<file path="src/rtl/ust_pkg.sv">
// shared constants and types for the serial port register block
package ust_pkg;

    // register offsets, as seen on reg_addr
    localparam logic [3:0] OFF_TX_CHAR_LOW = 4'h2;
    localparam logic [3:0] OFF_TX_CHAR_HIGH = 4'h3;
    localparam logic [3:0] OFF_PORT_FLAGS = 4'h4;
    localparam logic [3:0] OFF_IRQ_LOOP_CONTROL = 4'h5;

    // port_flags bit positions
    localparam int BIT_RX_UNREAD = 7;
    localparam int BIT_TX_DONE = 6;
    localparam int BIT_TX_EMPTY = 5;
    localparam int BIT_RX_START = 4;
    localparam int BIT_SYNC_ERR = 3;
    localparam int BIT_BREAK_SEEN = 1;
    localparam int BIT_BREAK_WAIT = 0;

    // irq_loop_control bit positions
    localparam int BIT_RX_UNREAD_IE = 7;
    localparam int BIT_TX_DONE_IE = 6;
    localparam int BIT_TX_EMPTY_IE = 5;
    localparam int BIT_RX_START_IE = 4;
    localparam int BIT_LOOPBACK = 3;
    localparam int BIT_SYNC_ERR_IE = 2;
    localparam int BIT_LINE_DRIVER = 0;

    // writable bits of irq_loop_control; bit 1 is reserved
    localparam logic [7:0] CTRL_WR_MASK = 8'hFD;

    // reset values
    localparam logic [7:0] RST_TX_CHAR_LOW = 8'h00;
    localparam logic [7:0] RST_TX_CHAR_HIGH = 8'h00;
    localparam logic [7:0] RST_IRQ_LOOP_CONTROL = 8'h00;
    localparam logic TX_EMPTY_RESET = 1'b1;

    // character size codes
    localparam logic [2:0] CHSZ_5BIT = 3'h0;
    localparam logic [2:0] CHSZ_6BIT = 3'h1;
    localparam logic [2:0] CHSZ_7BIT = 3'h2;
    localparam logic [2:0] CHSZ_8BIT = 3'h3;
    localparam logic [2:0] CHSZ_NINE_BIT_LOW_FIRST = 3'h6;
    localparam logic [2:0] CHSZ_NINE_BIT_HIGH_FIRST = 3'h7;

    // receiver mode codes
    localparam logic [1:0] RXM_GENERIC_AUTOBAUD = 2'h2;
    localparam logic [1:0] RXM_LIN_AUTOBAUD = 2'h3;

    // sync character expected in LIN constrained auto-baud
    localparam logic [7:0] LIN_SYNC_CHAR = 8'h55;

    // transmit shifter states
    typedef enum logic [1:0] {SH_IDLE, SH_START, SH_DATA, SH_STOP} ust_shift_e;

endpackage

</file>
<file path="src/rtl/ust_ctrl.sv">
// serial port transmit data, status flags and first control register
// Notes on behaviour
// - low byte write feeds buffer, then shifter
// - nine-bit low-first advances on high write
// - receive flag follows unread receive buffer
// - done flag after frame, empty buffer; w1c
// - empty flag high while buffer empty
// - start flag on sleep start bit; w1c
// - sync length error in auto-baud; w1c
// - LIN mode: sync char not 0x55 errors
// - break flag set; cleared by data, w1c
// - write-only wait-for-break control bit
// - five interrupts gated by enable bits
// - auto-baud error interrupt on sync error
// - loop-back routes transmit into receiver
// - control bit 0 enables line driver mode
// - interrupt stays while flag stays set
// - size codes 6, 7 are nine-bit
// - mode codes 2, 3 are auto-baud
`timescale 1ns/10ps
module ust_ctrl (
    input wire logic clk,
    input wire logic rst_n,
    input wire logic [3:0] reg_addr,
    input wire logic [7:0] reg_wdata,
    input wire logic reg_wr,
    input wire logic reg_rd,
    output logic [7:0] reg_rdata,
    input wire logic [2:0] char_size,
    input wire logic [1:0] rx_mode,
    input wire logic host_spi_mode,
    input wire logic sof_enable,
    input wire logic standby_sleep,
    input wire logic rx_buf_unread,
    input wire logic rx_start_evt,
    input wire logic sync_length_err_evt,
    input wire logic sync_char_evt,
    input wire logic [7:0] sync_char,
    input wire logic break_sync_evt,
    input wire logic rx_data_evt,
    input wire logic bit_tick,
    input wire logic rxd_pin,
    output logic txd,
    output logic rx_to_receiver,
    output logic break_wait_enable,
    output logic line_driver_mode_enable,
    output logic irq_rx_unread,
    output logic irq_tx_done,
    output logic irq_tx_empty,
    output logic irq_rx_start,
    output logic irq_sync_error
);

    // data bits per frame for a size code; reserved codes fall back to eight
    function automatic logic [3:0] size_to_bits(input logic [2:0] code);
        logic [3:0] bits;
        bits = 4'h8;
        if (code == ust_pkg::CHSZ_NINE_BIT_LOW_FIRST || code == ust_pkg::CHSZ_NINE_BIT_HIGH_FIRST)
            bits = 4'h9;
        else if (code <= ust_pkg::CHSZ_8BIT)
            bits = 4'h5 + {2'b00, code[1:0]};
        return bits;
    endfunction

    logic [7:0] stage_low_q;
    logic [7:0] stage_high_q;
    logic [8:0] buf_data_q;
    logic buf_full_q;
    logic tx_done_flag_q;
    logic rx_start_flag_q;
    logic sync_field_error_flag_q;
    logic break_seen_flag_q;
    logic [7:0] ctrl_q;
    logic rxd_sync;
    logic shift_busy;
    logic shift_done;

    // address and strobe decode
    wire wr_low = reg_wr && (reg_addr == ust_pkg::OFF_TX_CHAR_LOW);
    wire wr_high = reg_wr && (reg_addr == ust_pkg::OFF_TX_CHAR_HIGH);
    wire wr_flags = reg_wr && (reg_addr == ust_pkg::OFF_PORT_FLAGS);
    wire wr_ctrl = reg_wr && (reg_addr == ust_pkg::OFF_IRQ_LOOP_CONTROL);
    wire nine_bit_low_first = (char_size == ust_pkg::CHSZ_NINE_BIT_LOW_FIRST);
    wire generic_autobaud_mode = (rx_mode == ust_pkg::RXM_GENERIC_AUTOBAUD);
    wire lin_autobaud_mode = (rx_mode == ust_pkg::RXM_LIN_AUTOBAUD);
    wire autobaud = generic_autobaud_mode || lin_autobaud_mode;

    // which byte write pushes the character into the buffer
    wire adv_wr = nine_bit_low_first ? wr_high : wr_low;
    // a push while the buffer still holds a character is dropped, never overwrites it
    wire tx_accept = adv_wr && !buf_full_q;
    wire [8:0] tx_char = wr_high ? {reg_wdata[0], stage_low_q} : {stage_high_q[0], reg_wdata};
    wire shift_load = buf_full_q && !shift_busy;
    wire tx_buffer_empty_flag = !buf_full_q;

    // flag set terms; each set wins over a clear in the same cycle
    wire tx_done_set = shift_done && !buf_full_q && !tx_accept;
    wire rx_start_set = rx_start_evt && sof_enable && standby_sleep && !host_spi_mode;
    wire sync_err_set = autobaud && sync_length_err_evt
        || lin_autobaud_mode && sync_char_evt && (sync_char != ust_pkg::LIN_SYNC_CHAR);
    wire break_set = autobaud && break_sync_evt;
    wire tx_done_clr = wr_flags && reg_wdata[ust_pkg::BIT_TX_DONE];
    wire rx_start_clr = wr_flags && reg_wdata[ust_pkg::BIT_RX_START];
    wire sync_err_clr = wr_flags && reg_wdata[ust_pkg::BIT_SYNC_ERR];
    wire break_clr = wr_flags && reg_wdata[ust_pkg::BIT_BREAK_SEEN] || rx_data_evt;

    // break wait control is write-only and reads back as zero
    wire [7:0] flags_view = {rx_buf_unread, tx_done_flag_q, tx_buffer_empty_flag,
        rx_start_flag_q, sync_field_error_flag_q, 1'b0, break_seen_flag_q, 1'b0};
    logic [7:0] rd_value;
    assign rd_value = (reg_addr == ust_pkg::OFF_TX_CHAR_LOW) ? stage_low_q
        : (reg_addr == ust_pkg::OFF_TX_CHAR_HIGH) ? {7'h00, stage_high_q[0]}
        : (reg_addr == ust_pkg::OFF_PORT_FLAGS) ? flags_view
        : (reg_addr == ust_pkg::OFF_IRQ_LOOP_CONTROL) ? ctrl_q
        : 8'h00;

    wire [4:0] irq_d = {
        ctrl_q[ust_pkg::BIT_RX_UNREAD_IE] && rx_buf_unread,
        ctrl_q[ust_pkg::BIT_TX_DONE_IE] && tx_done_flag_q,
        ctrl_q[ust_pkg::BIT_TX_EMPTY_IE] && tx_buffer_empty_flag,
        ctrl_q[ust_pkg::BIT_RX_START_IE] && rx_start_flag_q,
        ctrl_q[ust_pkg::BIT_SYNC_ERR_IE] && sync_field_error_flag_q};

    ust_sync2 u_rxd_sync (
        .clk(clk),
        .rst_n(rst_n),
        .d(rxd_pin),
        .q(rxd_sync)
    );

    ust_tx_shifter u_shifter (
        .clk(clk),
        .rst_n(rst_n),
        .bit_tick(bit_tick),
        .load(shift_load),
        .load_data(buf_data_q),
        .data_bits(size_to_bits(char_size)),
        .busy(shift_busy),
        .txd(txd),
        .done(shift_done)
    );

    // staging bytes and the one-character transmit buffer
    always_ff @(posedge clk or negedge rst_n)
    begin
        if (!rst_n)
        begin
            stage_low_q <= ust_pkg::RST_TX_CHAR_LOW;
            stage_high_q <= ust_pkg::RST_TX_CHAR_HIGH;
            buf_data_q <= 9'h000;
            buf_full_q <= !ust_pkg::TX_EMPTY_RESET;
        end
        else
        begin
            if (wr_low)
                stage_low_q <= reg_wdata;
            if (wr_high)
                stage_high_q <= {7'h00, reg_wdata[0]};
            if (tx_accept)
            begin
                buf_data_q <= tx_char;
                buf_full_q <= 1'b1;
            end
            else if (shift_load)
                buf_full_q <= 1'b0;
        end
    end

    // sticky flags: set has priority over clear
    always_ff @(posedge clk or negedge rst_n)
    begin
        if (!rst_n)
        begin
            tx_done_flag_q <= 1'b0;
            rx_start_flag_q <= 1'b0;
            sync_field_error_flag_q <= 1'b0;
            break_seen_flag_q <= 1'b0;
        end
        else
        begin
            tx_done_flag_q <= tx_done_set || (tx_done_flag_q && !tx_done_clr);
            rx_start_flag_q <= rx_start_set || (rx_start_flag_q && !rx_start_clr);
            sync_field_error_flag_q <= sync_err_set
                || (sync_field_error_flag_q && !sync_err_clr);
            break_seen_flag_q <= break_set || (break_seen_flag_q && !break_clr);
        end
    end

    // control registers, read port and registered outputs
    always_ff @(posedge clk or negedge rst_n)
    begin
        if (!rst_n)
        begin
            ctrl_q <= ust_pkg::RST_IRQ_LOOP_CONTROL;
            break_wait_enable <= 1'b0;
            reg_rdata <= 8'h00;
            rx_to_receiver <= 1'b1;
            line_driver_mode_enable <= 1'b0;
            {irq_rx_unread, irq_tx_done, irq_tx_empty, irq_rx_start, irq_sync_error} <= 5'h00;
        end
        else
        begin
            if (wr_ctrl)
                ctrl_q <= reg_wdata & ust_pkg::CTRL_WR_MASK;
            if (wr_flags)
                break_wait_enable <= reg_wdata[ust_pkg::BIT_BREAK_WAIT];
            reg_rdata <= reg_rd ? rd_value : 8'h00;
            // receiver sees the transmit line in loop-back, the pin otherwise
            rx_to_receiver <= ctrl_q[ust_pkg::BIT_LOOPBACK] ? txd : rxd_sync;
            line_driver_mode_enable <= ctrl_q[ust_pkg::BIT_LINE_DRIVER];
            // requests track flag and enable each cycle, so they drop with the flag
            {irq_rx_unread, irq_tx_done, irq_tx_empty, irq_rx_start, irq_sync_error} <= irq_d;
        end
    end

    a_push_fills_buffer:
    assert property (@(posedge clk) disable iff (!rst_n)
        (adv_wr && !buf_full_q) |=> !tx_buffer_empty_flag ##1 !irq_tx_empty)
        else $error("advancing write did not fill the transmit buffer");

    a_nonadv_keeps_empty:
    assert property (@(posedge clk) disable iff (!rst_n)
        (nine_bit_low_first && wr_low && !wr_high && !buf_full_q) |=> tx_buffer_empty_flag)
        else $error("staging write advanced the buffer");

    a_buffer_to_shifter:
    assert property (@(posedge clk) disable iff (!rst_n)
        (tx_accept && !shift_busy) |=> ##1 (shift_busy && tx_buffer_empty_flag))
        else $error("buffered character not handed to the shifter");

    a_tx_done_set:
    assert property (@(posedge clk) disable iff (!rst_n)
        tx_done_set |=> tx_done_flag_q ##1 (irq_tx_done == $past(ctrl_q[ust_pkg::BIT_TX_DONE_IE])))
        else $error("transmit done flag or request missing");

    a_tx_done_w1c:
    assert property (@(posedge clk) disable iff (!rst_n)
        (tx_done_clr && !tx_done_set) |=> !tx_done_flag_q)
        else $error("transmit done flag not cleared by write of one");

    a_lin_sync_error:
    assert property (@(posedge clk) disable iff (!rst_n)
        (lin_autobaud_mode && sync_char_evt && sync_char != ust_pkg::LIN_SYNC_CHAR)
            |=> sync_field_error_flag_q)
        else $error("bad LIN sync character not flagged");

    a_break_data_clear:
    assert property (@(posedge clk) disable iff (!rst_n)
        (rx_data_evt && !break_set) |=> !break_seen_flag_q)
        else $error("break flag survived received data");

    a_rx_start_sleep:
    assert property (@(posedge clk) disable iff (!rst_n)
        (!rx_start_flag_q && !(sof_enable && standby_sleep)) |=> !rx_start_flag_q)
        else $error("start flag set outside sleep start-of-frame detection");

    a_sync_irq_gate:
    assert property (@(posedge clk) disable iff (!rst_n)
        irq_sync_error |-> $past(ctrl_q[ust_pkg::BIT_SYNC_ERR_IE])
            && $past(sync_field_error_flag_q))
        else $error("sync error request without enable and flag");

    a_loopback_path:
    assert property (@(posedge clk) disable iff (!rst_n)
        ctrl_q[ust_pkg::BIT_LOOPBACK] |=> rx_to_receiver == $past(txd))
        else $error("loop-back did not route transmit line to receiver");

    a_read_one_cycle:
    assert property (@(posedge clk) disable iff (!rst_n)
        (reg_rd && reg_addr == ust_pkg::OFF_PORT_FLAGS)
            |=> reg_rdata[ust_pkg::BIT_RX_UNREAD] == $past(rx_buf_unread))
        else $error("receive flag readback wrong");

    a_line_driver_copy:
    assert property (@(posedge clk) disable iff (!rst_n)
        1'b1 |=> line_driver_mode_enable == $past(ctrl_q[ust_pkg::BIT_LINE_DRIVER]))
        else $error("line driver mode does not follow its control bit");

    a_break_wait_write:
    assert property (@(posedge clk) disable iff (!rst_n)
        wr_flags |=> break_wait_enable == $past(reg_wdata[ust_pkg::BIT_BREAK_WAIT]))
        else $error("wait-for-break control did not take the written bit");

    a_empty_irq_raise:
    assert property (@(posedge clk) disable iff (!rst_n)
        (ctrl_q[ust_pkg::BIT_TX_EMPTY_IE] && tx_buffer_empty_flag) |=> irq_tx_empty)
        else $error("enabled buffer empty request missing");

    a_rx_unread_irq:
    assert property (@(posedge clk) disable iff (!rst_n)
        (ctrl_q[ust_pkg::BIT_RX_UNREAD_IE] && rx_buf_unread) |=> irq_rx_unread)
        else $error("enabled receive request missing");

    a_irq_drops_flag:
    assert property (@(posedge clk) disable iff (!rst_n)
        !tx_done_flag_q |=> !irq_tx_done)
        else $error("transmit done request outlived its flag");

    a_break_w1c:
    assert property (@(posedge clk) disable iff (!rst_n)
        (wr_flags && reg_wdata[ust_pkg::BIT_BREAK_SEEN] && !break_set) |=> !break_seen_flag_q)
        else $error("break flag not cleared by write of one");

endmodule

</file>
<file path="src/rtl/ust_sync2.sv">
// two-stage synchroniser for a pin level
`timescale 1ns/10ps
module ust_sync2 (
    input wire logic clk,
    input wire logic rst_n,
    input wire logic d,
    output logic q
);

    logic meta_q;

    // idle line level is high
    always_ff @(posedge clk or negedge rst_n)
    begin
        if (!rst_n)
        begin
            meta_q <= 1'b1;
            q <= 1'b1;
        end
        else
        begin
            meta_q <= d;
            q <= meta_q;
        end
    end

endmodule

</file>
<file path="src/rtl/ust_tx_shifter.sv">
// transmit shift register: start bit, 5 to 9 data bits lsb first, one stop bit
`timescale 1ns/10ps
module ust_tx_shifter (
    input wire logic clk,
    input wire logic rst_n,
    input wire logic bit_tick,
    input wire logic load,
    input wire logic [8:0] load_data,
    input wire logic [3:0] data_bits,
    output logic busy,
    output logic txd,
    output logic done
);

    ust_pkg::ust_shift_e state_q;
    logic [8:0] shreg_q;
    logic [3:0] cnt_q;

    assign busy = (state_q != ust_pkg::SH_IDLE);

    always_ff @(posedge clk or negedge rst_n)
    begin
        if (!rst_n)
        begin
            state_q <= ust_pkg::SH_IDLE;
            shreg_q <= 9'h000;
            cnt_q <= 4'h0;
            txd <= 1'b1;
            done <= 1'b0;
        end
        else
        begin
            done <= 1'b0;
            case (state_q)
                ust_pkg::SH_IDLE:
                begin
                    if (load)
                    begin
                        shreg_q <= load_data;
                        cnt_q <= data_bits;
                        state_q <= ust_pkg::SH_START;
                    end
                end
                ust_pkg::SH_START:
                begin
                    if (bit_tick)
                    begin
                        txd <= 1'b0;
                        state_q <= ust_pkg::SH_DATA;
                    end
                end
                ust_pkg::SH_DATA:
                begin
                    if (bit_tick && cnt_q != 4'h0)
                    begin
                        txd <= shreg_q[0];
                        shreg_q <= {1'b0, shreg_q[8:1]};
                        cnt_q <= cnt_q - 4'h1;
                    end
                    else if (bit_tick)
                    begin
                        txd <= 1'b1;
                        state_q <= ust_pkg::SH_STOP;
                    end
                end
                default:
                begin
                    // stop bit lasts one whole bit period before the frame is done
                    if (bit_tick)
                    begin
                        done <= 1'b1;
                        state_q <= ust_pkg::SH_IDLE;
                    end
                end
            endcase
        end
    end

endmodule

</file>
<file path="config.mk">
export PLATFORM = sky130hd
export DESIGN_NAME = ust_ctrl
export DESIGN_NICKNAME = d
export VERILOG_FILES = /design/src/rtl/ust_pkg.sv /design/src/rtl/ust_ctrl.sv /design/src/rtl/ust_sync2.sv /design/src/rtl/ust_tx_shifter.sv
export SDC_FILE = /design/constraint.sdc
export NUM_CORES = 1
export LEC_CHECK = 0
export ABC_AREA = 1
export BUFFER_PORTS_ARGS = -buffer_cell sky130_fd_sc_hd__buf_2
export CAP_MARGIN = 20
export CORE_ASPECT_RATIO = 0.75
export CORE_MARGIN = 2
export CORE_UTILIZATION = 50
export CTS_BUF_LIST = sky130_fd_sc_hd__clkbuf_16
export CTS_CLUSTER_SIZE = 10
export DETAILED_ROUTE_END_ITERATION = 7
export GPL_TIMING_DRIVEN = 0
export PLACE_DENSITY_LB_ADDON = 0.1
export RECOVER_POWER = 100
export SYNTH_ARGS = -nofsm -noshare
export SYNTH_HDL_FRONTEND = slang
export SYNTH_SLANG_ARGS = --single-unit
</file>
<file path="constraint.sdc">
create_clock -name clk -period 4 [get_ports clk]
set_input_delay 0.2 -clock clk [delete_from_list [all_inputs] [get_ports clk]]
set_output_delay 0.2 -clock clk [all_outputs]
set_load 0.1 [all_outputs]
</file>
==> results of run 1 <==
==> worst max-delay path by stage <==
stage	startpoint	to	depth (start not counted)
2_1_floorplan	u_shifter.state_q[0]$_DFFE_PN0P_	u_shifter.cnt_q[3]$_DFFE_PN0P_	11
3_3_place_gp	u_shifter.state_q[0]$_DFFE_PN0P_	u_shifter.shreg_q[0]$_DFFE_PN0P_	11
3_5_place_dp	u_shifter.state_q[0]$_DFFE_PN0P_	u_shifter.shreg_q[0]$_DFFE_PN0P_	11
4_1_cts	u_shifter.state_q[0]$_DFFE_PN0P_	u_shifter.shreg_q[0]$_DFFE_PN0P_	11
5_1_grt	u_shifter.state_q[0]$_DFFE_PN0P_	u_shifter.shreg_q[0]$_DFFE_PN0P_	10
6_report	u_shifter.state_q[0]$_DFFE_PN0P_	u_shifter.shreg_q[0]$_DFFE_PN0P_	10
==> cell type report <==
cell class	count	area, µm²	area share [%]
repair buffers	56	268	7.01
clock inverters	7	80.1	2.10
inverters	45	169	4.42
plain buffers	14	63.8	1.67
multi-input cells	279	1280	33.5
flip-flops and latches	65	1630	42.7
clock buffers	9	225	5.90
well taps	81	101	2.65
==> per-layer routing <==
layer  routed length, µm  vias to the layer above  part of all wire [%]
met2                3320                      102                    44
li1                    -                     1426                     -
met3                 533                       14                   7.1
met5                   0                        -                     0
met1                3520                     1348                    47
met4                  90                        0                   1.2
==> cells in the final DEF, fill, tap and decap left out <==
cell	n
sky130_fd_sc_hd__nor2_2	2
sky130_fd_sc_hd__nand2_1	164
sky130_fd_sc_hd__clkbuf_16	9
sky130_fd_sc_hd__o211ai_1	3
sky130_fd_sc_hd__inv_2	3
sky130_fd_sc_hd__buf_1	1
sky130_fd_sc_hd__o21ai_0	19
sky130_fd_sc_hd__nand2_2	1
sky130_fd_sc_hd__dfrtp_1	61
sky130_fd_sc_hd__buf_4	2
sky130_fd_sc_hd__and3_1	1
sky130_fd_sc_hd__dfstp_2	4
sky130_fd_sc_hd__nor3b_1	2
sky130_fd_sc_hd__nand4_1	19
sky130_fd_sc_hd__o22ai_1	1
sky130_fd_sc_hd__nor2_1	9
sky130_fd_sc_hd__dlygate4sd3_1	2
sky130_fd_sc_hd__bufinv_16	2
sky130_fd_sc_hd__a21oi_1	6
sky130_fd_sc_hd__o21bai_1	2
sky130_fd_sc_hd__o21ai_1	6
sky130_fd_sc_hd__clkinv_2	1
sky130_fd_sc_hd__clkinv_1	3
sky130_fd_sc_hd__ha_1	7
sky130_fd_sc_hd__inv_1	43
sky130_fd_sc_hd__clkbuf_1	26
sky130_fd_sc_hd__buf_2	38
sky130_fd_sc_hd__nand3_1	37
sky130_fd_sc_hd__clkbuf_2	1
==> stage by stage <==
stage | util, % | worst slack [ns] | hold slack, ns | power [mW]
after global routing | 61.3 | 1.79 | 0.0546 | 2.65
after CTS | 62.5 | 2.21 | 0.0317 | 2.53
after global placement | 57.2 | 2.23 | 0.306 | 1.70
after detailed placement | 57.2 | 2.23 | 0.308 | 1.72
after floorplan | - | 2.51 | -0.0956 | 1.51
final | 61.3 | 1.98 | 0.0536 | 2.49
==> flip-flops by register name (all words and copies together) (netlist names), 2 cells and up <==
register,count
reg_rdata,8
stage_low_q,8
buf_data_q,9
u_shifter.state_q,2
u_shifter.shreg_q,9
ctrl_q,7
u_shifter.cnt_q,4
==> kinds of logic (layout without fill, tap and decap cells) <==
logic type	after synthesis	in the layout	synth area share, %
buf+inv	59	131	7.57
flops	65	65	51.2
fa+ha+maj	7	7	2.75
compound gates	37	37	6.24
simple gates	235	235	32.3
==> power by group through the flow <==
stage / clock network, mW / registers (mW) / logic (mW)
3_3_place_gp: 0 / 0.922 / 0.777
6_report: 0.799 / 0.919 / 0.772
5_1_grt: 0.848 / 0.940 / 0.867
2_1_floorplan: 0 / 1.09 / 0.428
4_1_cts: 0.814 / 0.916 / 0.799
3_5_place_dp: 0 / 0.923 / 0.792
==> critical path: stages, from the launching register on <==
cell and delay (ns):
sky130_fd_sc_hd__dfrtp_1 0.39, sky130_fd_sc_hd__inv_1 0.08, sky130_fd_sc_hd__ha_1 0.26, sky130_fd_sc_hd__inv_1 0.17, sky130_fd_sc_hd__nand2_1 0.09, sky130_fd_sc_hd__nand2_1 0.07
sky130_fd_sc_hd__nand2_1 0.14, sky130_fd_sc_hd__inv_1 0.13, sky130_fd_sc_hd__clkbuf_1 0.38, sky130_fd_sc_hd__nand2_1 0.17, sky130_fd_sc_hd__nand2_1 0.09
==> key figures, run 1 <==
Synth
  – Fraction of registers with async set or reset after synthesis: 100%
  – Most instantiated library cell after synthesis: sky130_fd_sc_hd__nand2_1
  – Post-synth top area share: 47.9%
  – Number of warnings printed during yosys synthesis: 0
  – Most instantiated flip-flop cell in the synthesis netlist: sky130_fd_sc_hd__dfrtp_1
  – Leading cell types by count after synthesis: sky130_fd_sc_hd__nand2_1, sky130_fd_sc_hd__dfrtp_1, sky130_fd_sc_hd__inv_1, sky130_fd_sc_hd__nand3_1, sky130_fd_sc_hd__nand4_1
  – Leading area contributor after synthesis: sky130_fd_sc_hd__dfrtp_1
  – Total nets after synthesis: 450
  – Dominant cells by area after synthesis: sky130_fd_sc_hd__dfrtp_1, sky130_fd_sc_hd__nand2_1, sky130_fd_sc_hd__nand3_1
  – Number of synthesized flops with an enable pin: 0
  – Count of state elements after synthesis: 65
  – Cell count after synthesis: 403
  – Syn avg cell area: 7.91 µm²
  – Sequential-to-total area share from yosys stat: 51.2%
  – Distinct cell type count after synthesis: 27
  – Post-synthesis instance area: 0.00319 mm²

Routing
  – DR DRC count: 0
  – Average wire length per cell after detail routing: 13.4 µm
  – Drt initial violations: 247
  – Routed Antenna Nets: 0
  – Total length of routed wires: 7.46 mm
  – Via-to-Cell Ratio: 5.20
  – DR pass1 iterations: 5
  – Total number of vias: 2890

Power and ir drop
  – Sequential share of power: 36.9%
  – Peak supply drop: 556 µV
  – Static power due to leakage: 2.11 nW
  – Clock network fraction of design power: 32.1%
  – Sw Pwr: 0.938 mW
  – Total internal power: 1.55 mW
  – Logic pwr share: 31.0%
  – Share of total power consumed by net switching: 37.7%
  – Cell area power density: 652 mW/mm²

CTS
  – Largest buffer count on any clock path: 2
  – TritonCTS clock tree: yes
  – Clock latency on the worst-skew pair: 0.33 ns
  – Setup Buffers After CTS: 0
  – Resized cells post-CTS: 0
  – Clock buffers created by TritonCTS: 9
  – Deepest level of the CTS H-tree: 3
  – Post-CTS Hold Fix Bufs: 2
  – Root buffer selected by CTS: sky130_fd_sc_hd__clkbuf_16
  – Clock sink count: 65
  – Clock Pin Slew Worst Setup and Hold Paths: 0.05 ns

Hold path
  – Cell count of the worst hold path: 2
  – Type of the worst min-delay path: primary input to flip-flop
  – Launch instance of the worst min-delay path: host_spi_mode
  – Hold path endpoint: rx_start_flag_q$_DFF_PN0_

Place
  – Instance area at placement: 0.00356 mm²
  – Number of cells in the design after placement: 538
  – Routability-driven placement congestion ratio: 0.804
  – DP HPWL: 5.30 mm
  – Port-buffer cells: 54

Setup path
  – Capture instance of the worst register-to-register path: u_shifter.shreg_q[0]$_DFFE_PN0P_
  – Type of element capturing the critical path: flip-flop
  – Critical Path AT: 2.29 ns
  – Required time at the worst-slack endpoint: 4.27 ns
  – CP Class: flip-flop to flip-flop
  – Depth of the worst register-to-register path: 10
  – Critical register-to-register path startpoint: u_shifter.state_q[0]$_DFFE_PN0P_
  – Maximum fanout encountered on the critical timing path: 10
  – Flop2flop setup slack: 1.98 ns
  – Startpoint type of the worst setup path: flip-flop

Timing
  – Tightest Pin Transition: 1.59 ns
  – Max-slew violation count: 66
  – Rel. slew slack: -5.76%
  – Final setup violating endpoints: 0
  – Total negative slack: 0 ns
  – Share of the cycle needed by the critical path after routing: 50.6%
  – Setup repair after global routing missed its margin: no
  – Period minus WS final: 2.02 ns
  – Peak clock frequency supported by timing: 0.494 GHz
  – Hold Violations, Final: 0
  – Worst setup skew after layout: 0.00601 ns

Finish
  – Number of diodes: 0
  – Number of non-filler instances in the completed layout: 556
  – Fillers: 596
  – Final instance area: 0.00382 mm²
  – Fraction of layout instances using a drive strength above 1: 13.3%
  – Final nets: 517
  – Area growth, synth to finish: 19.8%

Floorplan
  – Std cell rows: 25
  – Total core area: 0.00622 mm²
  – Boundary Pins: 57
  – Die span in x: 96.2 µm
  – Overall die area: 0.00704 mm²
  – Effective utilization at floorplan: 51.2%
  – Die boundary height: 73.2 µm

Flow run
  – # Max-Cap Violations: 1

Outcome
  – Violations in the final reports: max-capacitance violations, max-slew violations
  – Outcome: finished, violations left

Global routing
  – First-pass GRT wire length: 12.5 mm
  – Overall overflow remaining after global route: 0
  – M3 GR Usage: 7.23%
  – Number of global-route vias before repair: 2619
  – GRT Util Overall: 23.8%
  – Most utilized layer in the global route result: met1
  – Antenna violations before repair: 0
  – Fraction of met2 tracks used by global routing: 34.2%
  – Pin count of the biggest net entering global routing: 66
  – Met1 Resource Use GR: 34.7%
(Power assumes the default switching activity.)
==> inputs of run 2 (changes only) <==
--- a/config.mk
+++ b/config.mk
@@ -5,12 +5,12 @@
 export SDC_FILE = /design/constraint.sdc
 export NUM_CORES = 1
 export LEC_CHECK = 0
-export ABC_AREA = 1
+export ABC_AREA = 0
 export BUFFER_PORTS_ARGS = -buffer_cell sky130_fd_sc_hd__buf_2
 export CAP_MARGIN = 20
 export CORE_ASPECT_RATIO = 0.75
 export CORE_MARGIN = 2
-export CORE_UTILIZATION = 50
+export CORE_UTILIZATION = 49
 export CTS_BUF_LIST = sky130_fd_sc_hd__clkbuf_16
 export CTS_CLUSTER_SIZE = 10
 export DETAILED_ROUTE_END_ITERATION = 7
==> constraint.sdc (replaced) <==
create_clock -name clk -period 1.67 [get_ports clk]
set_input_delay 0.0835 -clock clk [delete_from_list [all_inputs] [get_ports clk]]
set_output_delay 0.0835 -clock clk [all_outputs]
set_load 0.1 [all_outputs]
==> key figures, run 2 <==
Setup path
  – CP dominant cell by count: sky130_fd_sc_hd__buf_6 (was sky130_fd_sc_hd__nand2_1)
  – Critical path's slowest cell: sky130_fd_sc_hd__dfrtp_1 (unchanged)
  – Number of buffer and inverter instances along the worst setup path: 4 (unchanged)
  – Critical Path AT: 1.91 ns (was 2.29 ns)
  – Maximum fanout encountered on the critical timing path: 8 (was 10)
  – Max incr delay on CP: 0.42 ns (was 0.39 ns)
  – Type of element capturing the critical path: flip-flop (unchanged)
  – Startpoint type of the worst setup path: flip-flop (unchanged)
  – Top cell family by delay on the critical path: buffers and inverters (unchanged)
  – Sequence of cells on the critical path: buf_6 -> ha_4 -> buf_6 -> mux2i_4 -> nor3_4 -> buf_6 -> clkbuf_16 -> o21a_1 (was inv_1 -> ha_1 -> inv_1 -> nand2_1 -> nand2_1 -> nand2_1 -> inv_1 -> clkbuf_1 -> nand2_1 -> nand2_1)
  – Required time at the worst-slack endpoint: 1.89 ns (was 4.27 ns)
  – CP Class: flip-flop to flip-flop (unchanged)

Synth
  – Leading cell types by count after synthesis: sky130_fd_sc_hd__dfrtp_1, sky130_fd_sc_hd__nand2_1, sky130_fd_sc_hd__mux2i_1, sky130_fd_sc_hd__a21oi_1 (was sky130_fd_sc_hd__nand2_1, sky130_fd_sc_hd__dfrtp_1, sky130_fd_sc_hd__inv_1, sky130_fd_sc_hd__nand3_1, sky130_fd_sc_hd__nand4_1)
  – Syn avg cell area: 11.6 µm² (was 7.91 µm²)
  – Most instantiated library cell after synthesis: sky130_fd_sc_hd__dfrtp_1 (was sky130_fd_sc_hd__nand2_1)
  – Sequential-to-total area share from yosys stat: 54.7% (was 51.2%)
  – Dominant cells by area after synthesis: sky130_fd_sc_hd__dfrtp_1, sky130_fd_sc_hd__mux2i_1, sky130_fd_sc_hd__mux2_2 (was sky130_fd_sc_hd__dfrtp_1, sky130_fd_sc_hd__nand2_1, sky130_fd_sc_hd__nand3_1)
  – Number of synthesized flops with an enable pin: 0 (unchanged)
  – Most instantiated flip-flop cell in the synthesis netlist: sky130_fd_sc_hd__dfrtp_1 (unchanged)
  – Cell count after synthesis: 258 (was 403)
  – Post-synthesis instance area: 0.00298 mm² (was 0.00319 mm²)
  – Count of state elements after synthesis: 65 (unchanged)
  – Distinct cell type count after synthesis: 43 (was 27)
  – Total nets after synthesis: 305 (was 450)
  – Post-synth top area share: 51.2% (was 47.9%)
  – Fraction of registers with async set or reset after synthesis: 100% (unchanged)
  – Leading area contributor after synthesis: sky130_fd_sc_hd__dfrtp_1 (unchanged)
  – Number of warnings printed during yosys synthesis: 0 (unchanged)

Place
  – Routability-driven placement congestion ratio: 0.811 (was 0.804)
  – DP HPWL: 4.53 mm (was 5.30 mm)
  – Port-buffer cells: 56 (was 54)
  – Instance area at placement: 0.00336 mm² (was 0.00356 mm²)

Timing
  – Period minus WS final: 1.69 ns (was 2.02 ns)
  – Setup repair after global routing missed its margin: yes (was no)
  – Hold Violations, Final: 0 (unchanged)
  – Tightest Pin Transition: 0.873 ns (was 1.59 ns)
  – Final setup violating endpoints: 2 (was 0)
  – Worst Slack Setup Final: -0.0197 ns (was 1.98 ns)
  – Share of the cycle needed by the critical path after routing: 101% (was 50.6%)
  – Peak clock frequency supported by timing: 0.592 GHz (was 0.494 GHz)
  – Max-slew violation count: 0 (was 66)
  – Rel. slew slack: 41.8% (was -5.76%)
  – Worst setup skew after layout: 0.00718 ns (was 0.00601 ns)

Floorplan
  – Boundary Pins: 57 (unchanged)
  – Overall die area: 0.00673 mm² (was 0.00704 mm²)
  – Std cell rows: 24 (was 25)
  – Die span in x: 94.1 µm (was 96.2 µm)
  – Die boundary height: 71.5 µm (was 73.2 µm)
  – Effective utilization at floorplan: 50.9% (was 51.2%)
  – Total core area: 0.00586 mm² (was 0.00622 mm²)

Routing
  – DR DRC count: 0 (unchanged)
  – Total length of routed wires: 7.06 mm (was 7.46 mm)
  – Total number of vias: 2311 (was 2890)
  – Drt initial violations: 113 (was 247)
  – DR pass1 iterations: 4 (was 5)
  – Routed Antenna Nets: 0 (unchanged)
  – Via-to-Cell Ratio: 5.40 (was 5.20)
  – Average wire length per cell after detail routing: 16.5 µm (was 13.4 µm)

Finish
  – Top library cells by usage in the layout, fill and taps aside: sky130_fd_sc_hd__dfrtp_1, sky130_fd_sc_hd__buf_2, sky130_fd_sc_hd__nand2_1 (was sky130_fd_sc_hd__nand2_1, sky130_fd_sc_hd__dfrtp_1, sky130_fd_sc_hd__inv_1)
  – Final nets: 392 (was 517)
  – Registers with the most flip-flops: buf_data_q (9), u_shifter.shreg_q (9) (unchanged)
  – Final instance area: 0.00407 mm² (was 0.00382 mm²)
  – Area of combinational cells with multiple inputs: 0.00142 mm² (was 0.00128 mm²)
  – Number of diodes: 0 (unchanged)
  – Fraction of layout instances using a drive strength above 1: 38.0% (was 13.3%)
  – Area growth, synth to finish: 36.4% (was 19.8%)
  – Most common cell after layout, fill and taps aside: sky130_fd_sc_hd__dfrtp_1 (was sky130_fd_sc_hd__nand2_1)
  – Fillers: 458 (was 596)
  – FF/Latch Area: 0.00163 mm² (unchanged)

Global routing
  – GRT Util Overall: 21.7% (was 23.8%)
  – Overall overflow remaining after global route: 0 (unchanged)
  – First-pass GRT wire length: 10.9 mm (was 12.5 mm)
  – Number of global-route vias before repair: 2214 (was 2619)
  – Antenna violations before repair: 0 (unchanged)
  – Pin count of the biggest net entering global routing: 66 (unchanged)

CTS
  – Clock latency on the worst-skew pair: 0.33 ns (about the same)
  – Clock sink count: 65 (unchanged)
  – Clock buffers created by TritonCTS: 9 (unchanged)
  – Root buffer selected by CTS: sky130_fd_sc_hd__clkbuf_16 (unchanged)
  – Deepest level of the CTS H-tree: 3 (unchanged)
  – Largest buffer count on any clock path: 2 (unchanged)
  – TritonCTS clock tree: yes (unchanged)
  – Clock Pin Slew Worst Setup and Hold Paths: 0.05 ns (about the same)

Power and ir drop
  – Static power due to leakage: 1.85 nW (was 2.11 nW)
  – Peak supply drop: 1080 µV (was 556 µV)
  – Pwr Total: 7.28 mW (was 2.49 mW)
  – Cell area power density: 1790 mW/mm² (was 652 mW/mm²)

Outcome
  – Outcome: finished, violations left (unchanged)
  – Violations in the final reports: negative setup slack (was max-capacitance violations, max-slew violations)

Flow run
  – # Max-Cap Violations: 0 (was 1)

Hold path
  – Type of the worst min-delay path: primary input to flip-flop (unchanged)
-- run 2: cell count changes after synthesis, sizes merged, moves of 11 or more --
cell	delta
nand2	-144
mux2	+20
nand4	-19
inv	-32
nand3	-29
and2	+11
mux2i	+19
-- run 2: per-layer routing --
layer / track usage (%) / vias to the layer above / share of wire (%)
met3: 6.62 / 11 / 3.9
met4: 7.41 / 0 / 1.1
li1: - / 1093 / -
met2: 32.4 / 48 / 48
met1: 30.5 / 1159 / 47
met5: 0 / - / 0
-- run 2: what timing repair did --
item | CTS | global route
setup endpoints to repair | 14 | 15
resized for setup | 12 | 38
hold endpoints to repair | 67 | 0
gates cloned | 0 | 2
hold buffers | 8 | 0
buffers inserted | 5 | 5
pin swaps | 4 | 5
-- run 2: logic make-up (layout without fill, tap and decap cells) --
| kind of cell | after synthesis | after routing | share of synthesized area (%) |
|---|---|---|---|
| and+or+nand+nor | 73 | 73 | 13.5 |
| DFF | 65 | 65 | 54.7 |
| AOI/OAI and AO/OA | 53 | 53 | 11.5 |
| muxes | 39 | 39 | 14.1 |
| buffers and inverters | 21 | 113 | 3.23 |
| adders and majority gates | 7 | 7 | 2.94 |
-- run 2: area by class of cell --
type / count / share of cell area [%]
Timing Repair Buffer: 76 / 12.2
Clock inverter: 7 / 1.97
Tap cell: 78 / 2.40
Sequential cell: 65 / 40.1
Buffer: 10 / 1.97
Multi-Input combinational cell: 172 / 34.8
Clock buffer: 9 / 5.54
Inverter: 11 / 1.02
-- run 2: final timing paths --
kind                                             startpoint                        endpoint  slack (ns)  cells past startpoint
max                        u_shifter.state_q[1]$_DFFE_PN0P_  u_shifter.cnt_q[1]$_DFFE_PN0P_       -0.02                      8
min                                            rx_start_evt       rx_start_flag_q$_DFF_PN0_       0.009                      2
max reg2reg                u_shifter.state_q[1]$_DFFE_PN0P_  u_shifter.cnt_q[1]$_DFFE_PN0P_       -0.02                      8
min reg2reg                     u_rxd_sync.meta_q$_DFF_PN1_          u_rxd_sync.q$_DFF_PN1_        0.36                      0
max in group asynchronous                             rst_n          buf_full_q$_DFFE_PN0P_        0.67                      2
min in group asynchronous                             rst_n       buf_data_q[2]$_DFFE_PN0P_        0.43                      2
-- run 2: power breakdown --
group	switching [mW]	internal, mW
Clock	0.633	1.28
Sequential	0.366	2.05
Combinational	1.62	1.33
Total	2.62	4.65
-- run 2: metrics by stage --
| stage | setup slack, ns | utilization, % | setup TNS, ns | hold slack, ns | cells |
|---|---|---|---|---|---|
| after floorplan | 0.00455 | - | 0 | -0.212 | 258 |
| after global placement | -0.232 | 57.4 | -2.30 | 0.188 | 392 |
| after detailed placement | -0.297 | 57.4 | -3.26 | 0.190 | 392 |
| after CTS | 0.00562 | 65.5 | 0 | 0.00409 | 421 |
| after global routing | -0.0780 | 69.4 | -0.730 | 0.0228 | 428 |
| final | -0.0197 | 69.4 | -0.0356 | 0.00949 | 428 |
==> inputs of run 3 (changes only) <==
--- a/config.mk
+++ b/config.mk
@@ -10,7 +10,7 @@
 export CAP_MARGIN = 20
 export CORE_ASPECT_RATIO = 0.75
 export CORE_MARGIN = 2
-export CORE_UTILIZATION = 49
+export CORE_UTILIZATION = 50
 export CTS_BUF_LIST = sky130_fd_sc_hd__clkbuf_16
 export CTS_CLUSTER_SIZE = 10
 export DETAILED_ROUTE_END_ITERATION = 7
==> constraint.sdc (replaced) <==
create_clock -name clk -period 1.6 [get_ports clk]
set_input_delay 0.08 -clock clk [delete_from_list [all_inputs] [get_ports clk]]
set_output_delay 0.08 -clock clk [all_outputs]
set_load 0.1 [all_outputs]
==> key figures, run 3 (synthesized netlist as in run 2, its figures left out) <==
Outcome
  – Outcome: finished, violations left (unchanged)
  – Violations in the final reports: negative setup slack (unchanged)

Place
  – Routability-driven placement congestion ratio: 0.765 (was 0.811)
  – Port-buffer cells: 56 (unchanged)
  – DP HPWL: 4.69 mm (was 4.53 mm)
  – Post-Place Worst Slack: -0.294 ns (was -0.297 ns)

Timing
  – Share of the cycle needed by the critical path after routing: 101% (about the same)
  – Final setup violating endpoints: 3 (was 2)
  – Worst Slack Setup Final: -0.00979 ns (was -0.0197 ns)
  – Period minus WS final: 1.61 ns (was 1.69 ns)
  – Tightest Pin Transition: 0.881 ns (was 0.873 ns)
  – Hold Violations, Final: 0 (unchanged)
  – Setup repair after global routing missed its margin: yes (unchanged)
  – Rel. slew slack: 41.3% (was 41.8%)
  – Worst setup skew after layout: 0.00426 ns (was 0.00718 ns)
  – Total negative slack: -0.0117 ns (was -0.0356 ns)
  – Max-slew violation count: 0 (unchanged)
  – Peak clock frequency supported by timing: 0.621 GHz (was 0.592 GHz)

Setup path
  – Max incr delay on CP: 0.40 ns (was 0.42 ns)
  – Critical path's slowest cell: sky130_fd_sc_hd__dfrtp_1 (unchanged)
  – Number of buffer and inverter instances along the worst setup path: 1 (was 4)
  – Sequence of cells on the critical path: inv_2 -> ha_4 -> nor3b_4 -> nand2_1 -> a211o_1 -> mux2_4 (was buf_6 -> ha_4 -> buf_6 -> mux2i_4 -> nor3_4 -> buf_6 -> clkbuf_16 -> o21a_1)
  – Critical Path AT: 1.82 ns (was 1.91 ns)
  – CP Class: flip-flop to flip-flop (unchanged)
  – Required time at the worst-slack endpoint: 1.81 ns (was 1.89 ns)
  – Type of element capturing the critical path: flip-flop (unchanged)
  – Startpoint type of the worst setup path: flip-flop (unchanged)
  – Depth of the worst register-to-register path: 6 (was 8)
  – Maximum fanout encountered on the critical timing path: 2 (was 8)
  – CP Depth: 6 (was 8)
  – Top cell family by delay on the critical path: flip-flops (was buffers and inverters)

Power and ir drop
  – Cell area power density: 1880 mW/mm² (was 1790 mW/mm²)
  – Total internal power: 4.79 mW (was 4.65 mW)
  – Sw Pwr: 2.81 mW (was 2.62 mW)
  – Peak supply drop: 1690 µV (was 1080 µV)
  – Share of total power consumed by net switching: 37.0% (was 36.1%)
  – Static power due to leakage: 1.83 nW (was 1.85 nW)
  – Logic pwr share: 39.4% (was 40.6%)
  – Clock network fraction of design power: 27.7% (was 26.3%)
  – Sequential share of power: 32.9% (was 33.1%)

Hold path
  – Cell count of the worst hold path: 2 (unchanged)
  – Type of the worst min-delay path: primary input to flip-flop (unchanged)

Routing
  – Average wire length per cell after detail routing: 16.9 µm (was 16.5 µm)
  – Total length of routed wires: 7.24 mm (was 7.06 mm)
  – Total number of vias: 2298 (was 2311)
  – Via-to-Cell Ratio: 5.37 (was 5.40)
  – Drt initial violations: 72 (was 113)
  – DR DRC count: 0 (unchanged)
  – Routed Antenna Nets: 0 (unchanged)
  – DR pass1 iterations: 4 (unchanged)

Global routing
  – Antenna violations before repair: 0 (unchanged)
  – Met1 Resource Use GR: 32.7% (was 30.5%)
  – Pin count of the biggest net entering global routing: 66 (unchanged)
  – M3 GR Usage: 7.45% (was 6.62%)
  – GRT Util Overall: 23.1% (was 21.7%)
  – Number of global-route vias before repair: 2334 (was 2214)
  – First-pass GRT wire length: 11.5 mm (was 10.9 mm)
  – Overall overflow remaining after global route: 0 (unchanged)
  – Fraction of met2 tracks used by global routing: 34.9% (was 32.4%)
  – Most utilized layer in the global route result: met2 (unchanged)

Finish
  – Fillers: 440 (was 458)
  – Number of diodes: 0 (unchanged)
  – Core utilization of the finished layout: 69.6% (was 69.4%)
  – Fraction of layout instances using a drive strength above 1: 39.7% (was 38.0%)
  – Most common cell after layout, fill and taps aside: sky130_fd_sc_hd__dfrtp_1 (unchanged)
  – Area growth, synth to finish: 35.3% (was 36.4%)
  – Top library cells by usage in the layout, fill and taps aside: sky130_fd_sc_hd__dfrtp_1, sky130_fd_sc_hd__buf_2, sky130_fd_sc_hd__nand2_1 (unchanged)
  – Registers with the most flip-flops: buf_data_q (9), u_shifter.shreg_q (9) (unchanged)
  – Final nets: 392 (unchanged)

CTS
  – Largest buffer count on any clock path: 2 (unchanged)
  – Clock sink count: 65 (unchanged)
  – Clock Pin Slew Worst Setup and Hold Paths: 0.06 ns (was 0.05 ns)
  – Deepest level of the CTS H-tree: 3 (unchanged)
  – TritonCTS clock tree: yes (unchanged)
  – Root buffer selected by CTS: sky130_fd_sc_hd__clkbuf_16 (unchanged)
  – Clock buffers created by TritonCTS: 9 (unchanged)
  – Clock latency on the worst-skew pair: 0.33 ns (about the same)

Floorplan
  – Std cell rows: 24 (unchanged)
  – Die span in x: 93.2 µm (was 94.1 µm)
  – Boundary Pins: 57 (unchanged)
  – Total core area: 0.00580 mm² (was 0.00586 mm²)
  – Die boundary height: 70.9 µm (was 71.5 µm)
  – Effective utilization at floorplan: 51.4% (was 50.9%)
  – Overall die area: 0.00660 mm² (was 0.00673 mm²)

Flow run
  – # Max-Cap Violations: 0 (unchanged)
run 3: power groups by stage:
stage	clock network, mW	logic [mW]	registers, mW
after floorplan	0	1.20	2.89
after global placement	0	2.10	2.46
after detailed placement	0	2.14	2.47
after CTS	2.12	2.62	2.46
after global routing	2.20	3.21	2.56
final	2.10	2.99	2.50
run 3: stage by stage:
step	power (mW)	cells	instance area [µm²]	hold WS, ns
after floorplan	4.09	258	2990	-0.216
after global placement	4.55	392	3370	0.185
after detailed placement	4.61	392	3370	0.187
after CTS	7.19	426	3920	0.00667
after global routing	7.97	428	4030	0.0118
final	7.60	428	4030	0.0117
run 3: worst paths after layout:
kind,end,from,slack [ns]
worst max-delay path,u_shifter.state_q[1]$_DFFE_PN0P_,u_shifter.cnt_q[0]$_DFFE_PN0P_,-0.01
worst min-delay path,ctrl_q[7]$_DFFE_PN0P_,reg_wdata[7],0.01
worst max register to register,u_shifter.state_q[1]$_DFFE_PN0P_,u_shifter.cnt_q[0]$_DFFE_PN0P_,-0.01
worst min register to register,u_rxd_sync.q$_DFF_PN1_,u_rxd_sync.meta_q$_DFF_PN1_,0.35
max in group asynchronous,u_shifter.cnt_q[2]$_DFFE_PN0P_,rst_n,0.60
min in group asynchronous,u_shifter.shreg_q[8]$_DFFE_PN0P_,rst_n,0.43
run 3: routing by layer:
layer  vias up  share of wire [%]
met5         -                  0
met4         0               0.33
met3         2                3.8
met2        50                 46
met1      1145                 50
li1       1101                  -
run 3: area by class of cell:
| cell class | count | area (µm²) | share of cell area (%) |
|---|---|---|---|
| flip-flops and latches | 65 | 1630 | 40.4 |
| multi-input cells | 172 | 1420 | 35.2 |
| repair buffers | 76 | 457 | 11.3 |
| clock buffers | 9 | 225 | 5.58 |
| well taps | 78 | 97.6 | 2.42 |
| clock inverters | 7 | 93.8 | 2.33 |
| plain buffers | 10 | 67.6 | 1.67 |
| inverters | 11 | 41.3 | 1.02 |
run 3: repair_timing:
item | in CTS | in global routing
gates cloned | 1 | 0
hold buffers | 6 | 0
pin swaps | 3 | 5
endpoints found under the setup margin | 14 | 14
resized for setup | 20 | 32
hold endpoints to repair | 66 | 0
setup buffers | 11 | 2
